File: src/hw/ee_read_defines.svh
// Constants of the serial EEPROM read engine: offsets, field values, timing.
// Assumes inclusion by bare name from the package and the top module.
`ifndef EE_READ_DEFINES_SVH
`define EE_READ_DEFINES_SVH

`define EE_DEV_TYPE    4'ha
`define EE_ADDR_W      13
`define EE_PAGE_W      5
`define EE_MASK_LARGE  13'h1fff
`define EE_MASK_SMALL  13'h0fff
`define EE_BIT_LAST    4'h8
`define EE_TX_LAST     4'h7
`define EE_FIFO_DEPTH  16
`define EE_BUSY_W      21
`define EE_CLK_MHZ     250
`define EE_TWR_MS      5
// Longest write interval in clock cycles, rounded down
`define EE_TWR_CYC     (`EE_TWR_MS * 1000 * `EE_CLK_MHZ)

`endif

File: src/hw/ee_read_pkg.sv
// Types shared by the serial EEPROM read engine and its bench.
// Assumes the defines header sits next to it.
`include "ee_read_defines.svh"

package ee_read_pkg;

  typedef enum logic [2:0] {
    ST_IDLE = 3'b000,
    ST_RX   = 3'b001,
    ST_ACK  = 3'b010,
    ST_TX   = 3'b011,
    ST_MACK = 3'b100
  } phase_type;

  typedef enum logic [1:0] {
    KIND_DEV  = 2'b00,
    KIND_AHI  = 2'b01,
    KIND_ALO  = 2'b10,
    KIND_DATA = 2'b11
  } kind_type;

  typedef struct packed {
    logic [`EE_ADDR_W-1:0] addr;
    logic [7:0]            data;
  } wr_item_type;

endpackage

File: src/hw/serial_eeprom_read_engine.sv
// Two-wire EEPROM target: address counter, reads, write capture, write interval.
// Assumes SCL and SDA arrive asynchronous; memory array outside answers rd_addr_o.
`timescale 1ns/1ps
`default_nettype none
`include "ee_read_defines.svh"

module serial_eeprom_read_engine
  import ee_read_pkg::*;
#(
  parameter bit          LARGE_DENSITY = 1'b1,
  parameter int unsigned TWR_CYCLES    = `EE_TWR_CYC
) (
  input  wire logic                  clk_sys_i,
  input  wire logic                  arst_n_i,
  input  wire logic                  scl_i,
  input  wire logic                  sda_i,
  output logic                       sda_o,
  output logic                       sda_oe_o,
  input  wire logic [2:0]            chip_select_straps_i,
  output logic [`EE_ADDR_W-1:0]      rd_addr_o,
  input  wire logic [7:0]            rd_data_i,
  output wr_item_type                wr_item_o,
  output logic                       wr_valid_o,
  input  wire logic                  wr_ready_i,
  output logic                       busy_o
);
  localparam logic [`EE_ADDR_W-1:0] ADDR_MASK =
    LARGE_DENSITY ? `EE_MASK_LARGE : `EE_MASK_SMALL;
  localparam logic [`EE_BUSY_W-1:0] TWR_LOAD = TWR_CYCLES[`EE_BUSY_W-1:0];

  logic [4:0]                 pin_raw;
  logic [4:0]                 meta_r;
  logic [4:0]                 sync_r;
  logic                       scl_d_r;
  logic                       sda_d_r;
  logic                       scl_s;
  logic                       sda_s;
  logic [2:0]                 straps_s;
  logic                       scl_rise;
  logic                       scl_fall;
  logic                       start_ev;
  logic                       stop_ev;
  phase_type                  phase_r;
  kind_type                   kind_r;
  logic [3:0]                 bcnt_r;
  logic [7:0]                 sh_r;
  logic [7:0]                 tx_r;
  logic                       rd_mode_r;
  logic                       sda_oe_r;
  logic [`EE_PAGE_W-1:0]      ahi_r;
  logic [`EE_ADDR_W-1:0]      addr_r;
  logic                       wrote_r;
  logic [`EE_BUSY_W-1:0]      busy_cnt_r;
  logic                       dev_match;
  logic                       decide;
  logic                       ack_ok;
  logic                       ack_end;
  logic                       load_tx;
  logic                       push;
  logic                       fifo_rdy;
  wr_item_type                push_item;

  // Two flops per pin; only the second stage feeds logic
  assign pin_raw = {chip_select_straps_i, sda_i, scl_i};
  for (genvar g = 0; g < 5; g++) begin : g_sync
    always_ff @(posedge clk_sys_i or negedge arst_n_i) begin
      if (!arst_n_i) begin
        meta_r[g] <= 1'b1;
        sync_r[g] <= 1'b1;
      end else begin
        meta_r[g] <= pin_raw[g];
        sync_r[g] <= meta_r[g];
      end
    end
  end

  // Previous synced levels for edge and condition detection
  always_ff @(posedge clk_sys_i or negedge arst_n_i) begin
    if (!arst_n_i) begin
      scl_d_r <= 1'b1;
      sda_d_r <= 1'b1;
    end else begin
      scl_d_r <= scl_s;
      sda_d_r <= sda_s;
    end
  end

  // Bus events; start and stop need SCL high on both samples
  assign scl_s    = sync_r[0];
  assign sda_s    = sync_r[1];
  assign straps_s = sync_r[4:2];
  assign scl_rise = scl_s && !scl_d_r;
  assign scl_fall = !scl_s && scl_d_r;
  assign start_ev = scl_s && scl_d_r && sda_d_r && !sda_s;
  assign stop_ev  = scl_s && scl_d_r && !sda_d_r && sda_s;

  // Byte decisions; a busy array answers no device address at all
  assign dev_match = (sh_r[7:4] == `EE_DEV_TYPE) && (sh_r[3:1] == straps_s) &&
                     (busy_cnt_r == '0);
  assign decide    = (phase_r == ST_RX) && scl_fall && (bcnt_r == `EE_BIT_LAST);
  assign ack_ok    = (kind_r == KIND_DEV)  ? dev_match :
                     (kind_r == KIND_DATA) ? fifo_rdy : 1'b1;
  assign ack_end   = (phase_r == ST_ACK) && scl_fall;
  assign load_tx   = (ack_end && rd_mode_r) || ((phase_r == ST_MACK) && scl_fall);
  assign push      = decide && (kind_r == KIND_DATA) && fifo_rdy;

  // Counter steps: reads wrap at top of memory, writes inside the page
  function automatic logic [`EE_ADDR_W-1:0] inc_rd(input logic [`EE_ADDR_W-1:0] a);
    inc_rd = (a + 1'b1) & ADDR_MASK;
  endfunction

  function automatic logic [`EE_ADDR_W-1:0] inc_wr(input logic [`EE_ADDR_W-1:0] a);
    logic [`EE_PAGE_W-1:0] low;
    low    = a[`EE_PAGE_W-1:0] + 1'b1;
    inc_wr = {a[`EE_ADDR_W-1:`EE_PAGE_W], low};
  endfunction

  // Bus phase machine; start and stop override any phase
  always_ff @(posedge clk_sys_i or negedge arst_n_i) begin
    if (!arst_n_i) begin
      phase_r   <= ST_IDLE;
      kind_r    <= KIND_DEV;
      bcnt_r    <= '0;
      rd_mode_r <= 1'b0;
    end else if (start_ev) begin
      phase_r   <= ST_RX;
      kind_r    <= KIND_DEV;
      bcnt_r    <= '0;
      rd_mode_r <= 1'b0;
    end else if (stop_ev) begin
      phase_r <= ST_IDLE;
    end else begin
      case (phase_r)
        ST_RX: begin
          if (scl_rise) begin
            bcnt_r <= bcnt_r + 1'b1;
          end else if (decide) begin
            phase_r <= ack_ok ? ST_ACK : ST_IDLE;
            if (kind_r == KIND_DEV) begin
              rd_mode_r <= sh_r[0];
            end
          end
        end
        ST_ACK: begin
          if (scl_fall) begin
            bcnt_r  <= '0;
            phase_r <= rd_mode_r ? ST_TX : ST_RX;
            case (kind_r)
              KIND_DEV: kind_r <= KIND_AHI;
              KIND_AHI: kind_r <= KIND_ALO;
              default:  kind_r <= KIND_DATA;
            endcase
          end
        end
        ST_TX: begin
          if (scl_fall) begin
            if (bcnt_r == `EE_TX_LAST) begin
              bcnt_r  <= '0;
              phase_r <= ST_MACK;
            end else begin
              bcnt_r <= bcnt_r + 1'b1;
            end
          end
        end
        ST_MACK: begin
          if (scl_rise && sda_s) begin
            phase_r <= ST_IDLE;
          end else if (scl_fall) begin
            phase_r <= ST_TX;
          end
        end
        default: phase_r <= ST_IDLE;
      endcase
    end
  end

  // Shifting and data line drive; drive changes only after SCL falls
  always_ff @(posedge clk_sys_i or negedge arst_n_i) begin
    if (!arst_n_i) begin
      sh_r     <= '0;
      tx_r     <= '0;
      sda_oe_r <= 1'b0;
    end else if (start_ev || stop_ev) begin
      sda_oe_r <= 1'b0;
    end else begin
      if ((phase_r == ST_RX) && scl_rise) begin
        sh_r <= {sh_r[6:0], sda_s};
      end
      if (decide) begin
        sda_oe_r <= ack_ok;
      end else if (load_tx) begin
        tx_r     <= rd_data_i;
        sda_oe_r <= !rd_data_i[7];
      end else if (ack_end) begin
        sda_oe_r <= 1'b0;
      end else if ((phase_r == ST_TX) && scl_fall) begin
        tx_r     <= {tx_r[6:0], 1'b0};
        sda_oe_r <= (bcnt_r == `EE_TX_LAST) ? 1'b0 : !tx_r[6];
      end
    end
  end

  // Word address counter; reset only at power-up, kept across transactions
  always_ff @(posedge clk_sys_i or negedge arst_n_i) begin
    if (!arst_n_i) begin
      ahi_r  <= '0;
      addr_r <= '0;
    end else if (decide && ack_ok && (kind_r == KIND_AHI)) begin
      ahi_r <= sh_r[`EE_PAGE_W-1:0];
    end else if (decide && (kind_r == KIND_ALO)) begin
      addr_r <= {ahi_r, sh_r} & ADDR_MASK;
    end else if (push) begin
      addr_r <= inc_wr(addr_r);
    end else if (load_tx) begin
      addr_r <= inc_rd(addr_r);
    end
  end

  // Write capture and interval; a full FIFO refuses the byte with no ack
  always_ff @(posedge clk_sys_i or negedge arst_n_i) begin
    if (!arst_n_i) begin
      wrote_r    <= 1'b0;
      busy_cnt_r <= '0;
    end else begin
      if (push) begin
        wrote_r <= 1'b1;
      end else if (stop_ev) begin
        wrote_r <= 1'b0;
      end
      if (stop_ev && wrote_r) begin
        busy_cnt_r <= TWR_LOAD;
      end else if (busy_cnt_r != '0) begin
        busy_cnt_r <= busy_cnt_r - 1'b1;
      end
    end
  end

  assign push_item = '{addr: addr_r, data: sh_r};

  stream_fifo #(
    .WIDTH ($bits(wr_item_type)),
    .DEPTH (`EE_FIFO_DEPTH)
  ) u_wr_fifo (
    .clk_sys_i   (clk_sys_i),
    .arst_n_i    (arst_n_i),
    .in_valid_i  (push),
    .in_ready_o  (fifo_rdy),
    .in_data_i   (push_item),
    .out_valid_o (wr_valid_o),
    .out_ready_i (wr_ready_i),
    .out_data_o  (wr_item_o)
  );

  // Open drain: the pin is only ever pulled low
  assign sda_o     = 1'b0;
  assign sda_oe_o  = sda_oe_r;
  assign rd_addr_o = addr_r;
  assign busy_o    = (busy_cnt_r != '0);
endmodule // serial_eeprom_read_engine

`default_nettype wire

File: src/hw/stream_fifo.sv
// Valid/ready FIFO held in flip-flops; width and depth are parameters.
// Assumes one clock; DEPTH is a power of two.
`timescale 1ns/1ps
`default_nettype none

module stream_fifo #(
  parameter int WIDTH = 21,
  parameter int DEPTH = 16
) (
  input  wire logic             clk_sys_i,
  input  wire logic             arst_n_i,
  input  wire logic             in_valid_i,
  output logic                  in_ready_o,
  input  wire logic [WIDTH-1:0] in_data_i,
  output logic                  out_valid_o,
  input  wire logic             out_ready_i,
  output logic [WIDTH-1:0]      out_data_o
);
  localparam int AW = $clog2(DEPTH);

  logic [WIDTH-1:0] mem_r [DEPTH];
  logic [AW:0]      wr_ptr_r;
  logic [AW:0]      rd_ptr_r;
  logic             full;

  // Extra pointer bit tells full from empty
  assign full        = (wr_ptr_r[AW] != rd_ptr_r[AW]) &&
                       (wr_ptr_r[AW-1:0] == rd_ptr_r[AW-1:0]);
  assign in_ready_o  = !full;
  assign out_valid_o = (wr_ptr_r != rd_ptr_r);
  assign out_data_o  = mem_r[rd_ptr_r[AW-1:0]];

  // Storage needs no reset; the pointers guard it
  always_ff @(posedge clk_sys_i) begin
    if (in_valid_i && !full) begin
      mem_r[wr_ptr_r[AW-1:0]] <= in_data_i;
    end
  end

  // Pointers
  always_ff @(posedge clk_sys_i or negedge arst_n_i) begin
    if (!arst_n_i) begin
      wr_ptr_r <= '0;
      rd_ptr_r <= '0;
    end else begin
      if (in_valid_i && !full) begin
        wr_ptr_r <= wr_ptr_r + 1'b1;
      end
      if (out_ready_i && out_valid_o) begin
        rd_ptr_r <= rd_ptr_r + 1'b1;
      end
    end
  end
endmodule // stream_fifo

`default_nettype wire
File: config.mk
export PLATFORM = sky130hd
export DESIGN_NAME = serial_eeprom_read_engine
export DESIGN_NICKNAME = d
export VERILOG_FILES = /design/src/hw/ee_read_pkg.sv /design/src/hw/serial_eeprom_read_engine.sv /design/src/hw/stream_fifo.sv
export VERILOG_INCLUDE_DIRS = /design/src /design/src/hw
export SDC_FILE = /design/constraint.sdc
export NUM_CORES = 1
export LEC_CHECK = 0
export BUFFER_PORTS_ARGS = -buffer_cell sky130_fd_sc_hd__buf_2
export CAP_MARGIN = 5
export CORE_ASPECT_RATIO = 0.7
export CORE_UTILIZATION = 55
export DETAILED_ROUTE_END_ITERATION = 12
export PLACE_DENSITY = 0.72
export SLEW_MARGIN = 25
export SYNTH_ARGS = -nofsm -noshare
export SYNTH_HDL_FRONTEND = slang
export SYNTH_SLANG_ARGS = --single-unit
File: constraint.sdc
create_clock -name clk_sys_i -period 6.23 [get_ports clk_sys_i]
set_clock_uncertainty 0.15 [all_clocks]
set_input_delay 0.3115 -clock clk_sys_i [delete_from_list [all_inputs] [get_ports clk_sys_i]]
set_output_delay 0.3115 -clock clk_sys_i [all_outputs]
set_load 0.01 [all_outputs]
=== After elaboration in Yosys (flattened, before gate mapping) ===
Memory sizes are Yosys's and may differ from the RTL's.
Cells that the tools add are included.

* Word-level logic and storage cells: 171
* Flip-flop bits (word level): 88
* Memories kept: 1
* Input bits: 16
* Output and inout bits: 38
* RAM bits: 336

* Multiplexer cells: 50
* Bitwise logic cells: 3
* Equality and inequality tests: 27
* Reduce and logical (&&, ||, !) cells: 58
* Add/subtract/negate cells: 6

{| class="wikitable"
|+ Memory list
! memory !! depth !! bits a word !! read ports !! clocked after memory_dff !! write ports !! line !! text
|-
| u_wr_fifo.mem_r || 16 || 21 || 1 || 0 || 1 || stream_fifo.sv:21 || <nowiki>logic [WIDTH-1:0] mem_r [DEPTH];</nowiki>
|}

{| class="wikitable"
|+ Operators by type and width
! cell !! count
|-
| 21-bit 2-to-1 mux || 2
|-
| 13-bit 2-to-1 mux || 3
|-
| 3-bit 2-to-1 mux || 9
|-
| 1-bit logical AND || 26
|-
| 4-bit 2-to-1 mux || 6
|-
| 21-bit zero test || 1
|-
| 7-bit 2-to-1 mux || 3
|-
| 21-bit nonzero test || 1
|-
| 21-bit by 1-bit subtractor with 21-bit output, second input constant || 1
|-
| 1-bit 2-to-1 mux || 18
|-
| 2-bit nonzero test || 9
|-
| 4-bit != test, second input constant || 4
|-
| 5-bit by 1-bit adder with 5-bit output, second input constant || 3
|-
| 13-bit by 1-bit adder with 13-bit output, second input constant || 1
|-
| 2-bit 2-to-1 mux || 6
|-
| 3-bit case mux with 4 select lines || 1
|-
| 4-bit case mux with 3 select lines || 1
|-
| 5-bit AND reduction || 2
|-
| 3-bit != test, second input constant || 3
|-
| 4-bit == test, second input constant || 2
|-
| 1-bit zero test || 7
|-
| 3-bit by 2-bit == test with 1-bit output, second input constant || 2
|-
| 3-bit AND reduction || 2
|-
| 6-bit AND reduction || 1
|-
| 23 further kinds || 30
|}

=== Longest topological paths before layout ===
* Depth in word-level cells: 11
* Mapped depth: 9
* Mapped depth without buffers: 7

=== Cells and area by module ===
Synthesis repeated with hierarchy kept, for this count alone.

* Cells, all modules: 1091
* Area total of the unflattened synthesis: 17699.5 sq um

{| class="wikitable"
|+ By module, submodules not included
! module !! cells an instance !! times used !! sequential area each (sq um) !! area an instance (sq um)
|-
| stream_fifo || 688 || 1 || 10339.9 || 13755.7
|-
| serial_eeprom_read_engine || 403 || 1 || 1966.9 || 3943.8
|}

=== Worst setup path after synthesis ===
Ideal clock, no wire load.

* Path kind: reg-to-reg
* Start point: register scl_d_r
* End point: memory u_wr_fifo.mem_r[2][0], enable pin
* Period minus slack after synthesis: 4.386 ns
* Data required time: 5.620 ns
* Cell stages (with the launch flop): 7
* Data arrival time: 3.776 ns
* Buffers on the path: 2
* Setup time: 0.460 ns
* Slack: 1.844 ns
* Path through: dfstp_2 > buf_2 > nand4bb_4 > nor3_4 > o21ai_1 > buf_2 > nor4b_1

* Word-level cells in the longest chain between the ends: 8

{| class="wikitable"
|+ RTL lines
! item !! line !! text
|-
| start, declared || serial_eeprom_read_engine.sv:34 || <nowiki>logic scl_d_r;</nowiki>
|-
| start signal, assigned || serial_eeprom_read_engine.sv:83 || <nowiki>scl_d_r <= scl_s;</nowiki>
|-
| 1-bit logical AND || serial_eeprom_read_engine.sv:93 || <nowiki>assign scl_fall = !scl_s && scl_d_r;</nowiki>
|-
| 1-bit logical AND (2 in a row) || serial_eeprom_read_engine.sv:100 || <nowiki>assign decide = (phase_r == ST_RX) && scl_fall && (bcnt_r == `EE_BIT_LAST);</nowiki>
|-
| 1-bit logical AND (2 in a row) || serial_eeprom_read_engine.sv:105 || <nowiki>assign push = decide && (kind_r == KIND_DATA) && fifo_rdy;</nowiki>
|-
| 1-bit logical AND || stream_fifo.sv:35 || <nowiki>if (in_valid_i && !full) begin</nowiki>
|-
| 1-bit 2-to-1 mux || stream_fifo.sv:35 ||
|-
| 1-bit 2-to-1 mux (implied by the code) || stream_fifo.sv:36 || <nowiki>mem_r[wr_ptr_r[AW-1:0]] <= in_data_i;</nowiki>
|-
| end, declared || stream_fifo.sv:21 ||
|}

No other way between the ends.

==> results.toml <==
[global_routing]
grt_max_degree = 58
track_usage = 0.2417
antenna_found_initial = 1
busiest_layer = "met1"
overflow = 0
grtUsageMet2 = 0.3526
grt_first_pass_wirelength_mm = 57.43
first_global_vias = 9234
use_met1 = 0.3779
met3_usage = 0.04920

[layout]
layout_commonest_cell = "edfxtp_1"
fin_area_um2 = 19840
nets = 1067
stdcell_count = 1494
multiInputGateArea_um2 = 4896
fin_util = 0.6368
mostFrequentLayoutCells = "edfxtp_1, mux4_2, dfrtp_1, buf_2"
seq_area_um2 = 12320
drive_gt1_frac = 0.2749
fillers = 2139
syn_to_final_growth_pct = 13.72

[placement]
dp_hpwl_mm = 21.72
place_area_um2 = 18210
dp_slack_ps = 2513
routabilityCongestion = 0.8573
portBuffers = 52
dp_cells = 1404

[synthesis]
ys_ff_latch = 424
synth.top_cell.area_share = 0.5785
synthFlopType = "edfxtp_1"
syn_nets = 985
yosysTopAreaCell = "edfxtp_1"
synth_edf_count = 336
seq_area_frac_synth = 0.7056
async_flop_share = 0.2075
yosysUniqueCellTypes = 61
syn_area_per_cell_um2 = 18.19
ys_warn_count = 0
netlist_top_cells_area = "edfxtp_1, mux4_2, dfrtp_1"
syn_inst = 959
syn_area_um2 = 17440

[setup_path]
arrival_ps = 3500
required_ps = 5770
worstSetupStartpointType = "register"
critPathKind = "reg2out"
critPathMaxFanout = 40
endpoint_kind = "output pin"

[floorplanning]
core_um2 = 31150
io_pins = 54
die_area_um2 = 32440
start_util = 0.5600
die_w_um = 214.8
die_h_um = 151.0
rows = 54

[clock_network]
numCtsBuffers = 40
cts-hold-fix-buffers = 13
insertion_delay_ps = 540
path_clk_slew_ps = 60
cts_tree = "yes"
cts_setup_buffers = 0
cts_buffer_depth = 3
cts_root_buf = "clkbuf_16"
cts_max_level = 2
cts_sinks = 424
cts_resized = 0

[route]
remaining_drc_errors = 0
viasPerCell = 6.197
wl_per_cell_um = 25.38
postRouteAntennaNets = 0
num_vias = 9258
routed_wl_mm = 37.91
drt_iter0_markers = 830
dr.pass1.iters = 5

[power]
cellLeakagePower_nw = 6.378
p_total_mw = 6.654
powerDensity_nw_per_um2 = 335.5
peakVddDrop_mv = 0.2319

[outcome]
status = "complete, no violations"

[timing]
tns_ps = 0
relSlewSlack = 0.3719
maxSlewViolCount = 0
hold_slack_ps = 124.5
max_freq_ghz = 0.2523
rsz0062_at_grt = "no"
period_needed_ps = 3963
final_hold_viol_count = 0
final.period_utilization = 0.6362
setup_viol = 0
fin_ws_ps = 2267
tightestPinTransition_ps = 942.2

[min_path]
hold_path_class = "in2async"

[run]
max_cap_viol_count = 0
-- worst max-delay path: stages, from the launching register on --
cell and delay, ps:
dfrtp_4 650, buf_16 300, buf_4 660, mux4_2 650
mux4_2 480, buf_2 160
-- path summary, 6_finish.rpt --
path	start	end	slack, ps	depth (start not counted)
setup / recovery	u_wr_fifo.rd_ptr_r[0]$_DFFE_PN0P_	wr_item_o[9]	2270	5
hold / removal	arst_n_i	busy_cnt_r[14]$_DFFE_PN0P_	120	2
setup reg to reg	bcnt_r[0]$_DFFE_PN0P_	u_wr_fifo.mem_r[3][11]$_DFFE_PP_	2970	7
hold reg to reg	meta_r[0]$_DFF_PN1_	scl_s$_DFF_PN1_	200	0
max in group asynchronous	arst_n_i	rd_addr_o[8]$_DFFE_PN0P_	4700	3
min in group clk_sys_i	wr_ready_i	u_wr_fifo.rd_ptr_r[0]$_DFFE_PN0P_	130	3
-- where the power goes --
part / total [mW] / switching [mW] / internal [mW]
logic: 0.814 / 0.400 / 0.414
registers: 3.22 / 0.151 / 3.06
clock network: 2.62 / 1.04 / 1.58
total: 6.65 / 1.59 / 5.06
-- logic make-up (layout without fill, tap and decap cells) --
family / count (synthesis) / in the layout / synth area share
flops: 424 / 424 / 0.7056
buf+inv: 65 / 179 / 0.01736
other cells: 1 / 2 / 0.0002150
xor+xnor: 35 / 35 / 0.01758
compound gates: 85 / 85 / 0.03106
mux: 130 / 130 / 0.1510
simple gates: 209 / 209 / 0.07002
fa+ha+maj: 10 / 10 / 0.007174
-- metal layers --
layer,vias up,wire (µm)
met1,4830,17430
met5,-,0
li1,4007,-
met2,365,16970
met4,0,641
met3,56,2878
-- registers in the layout, summed over array words and instances (netlist names) --
register and count:
u_wr_fifo.mem_r 336, busy_cnt_r 21, rd_addr_o 13, sh_r 8, tx_r 7, ahi_r 5, meta_r 5, u_wr_fifo.rd_ptr_r 5
u_wr_fifo.wr_ptr_r 5, bcnt_r 4, phase_r 3, straps_s 3, kind_r 2, rd_mode_r 1, scl_d_r 1, scl_s 1
sda_d_r 1, sda_oe_o 1, sda_s 1, wrote_r 1
-- cell usage after synthesis, drive strengths merged (13+ instances only) --
cell	n
nor4	16
xor2	13
inv	16
nor3	23
clkbuf	21
dfrtp	76
mux4	105
mux2	15
xnor2	22
edfxtp	336
nand2	42
buf	28
a21oi	19
nor2	33
o21ai	27
nand3	16
-- cell type report --
class | count | area share
Sequential cell | 424 | 0.6209
Antenna cell | 1 | 0.0001262
Inverter | 16 | 0.003028
Tap cell | 420 | 0.02649
Timing Repair Buffer | 89 | 0.03053
Clock buffer | 49 | 0.05501
Multi-Input combinational cell | 470 | 0.2468
Clock inverter | 25 | 0.01709
No activity file was read; power rests on OpenSTA's default activity.
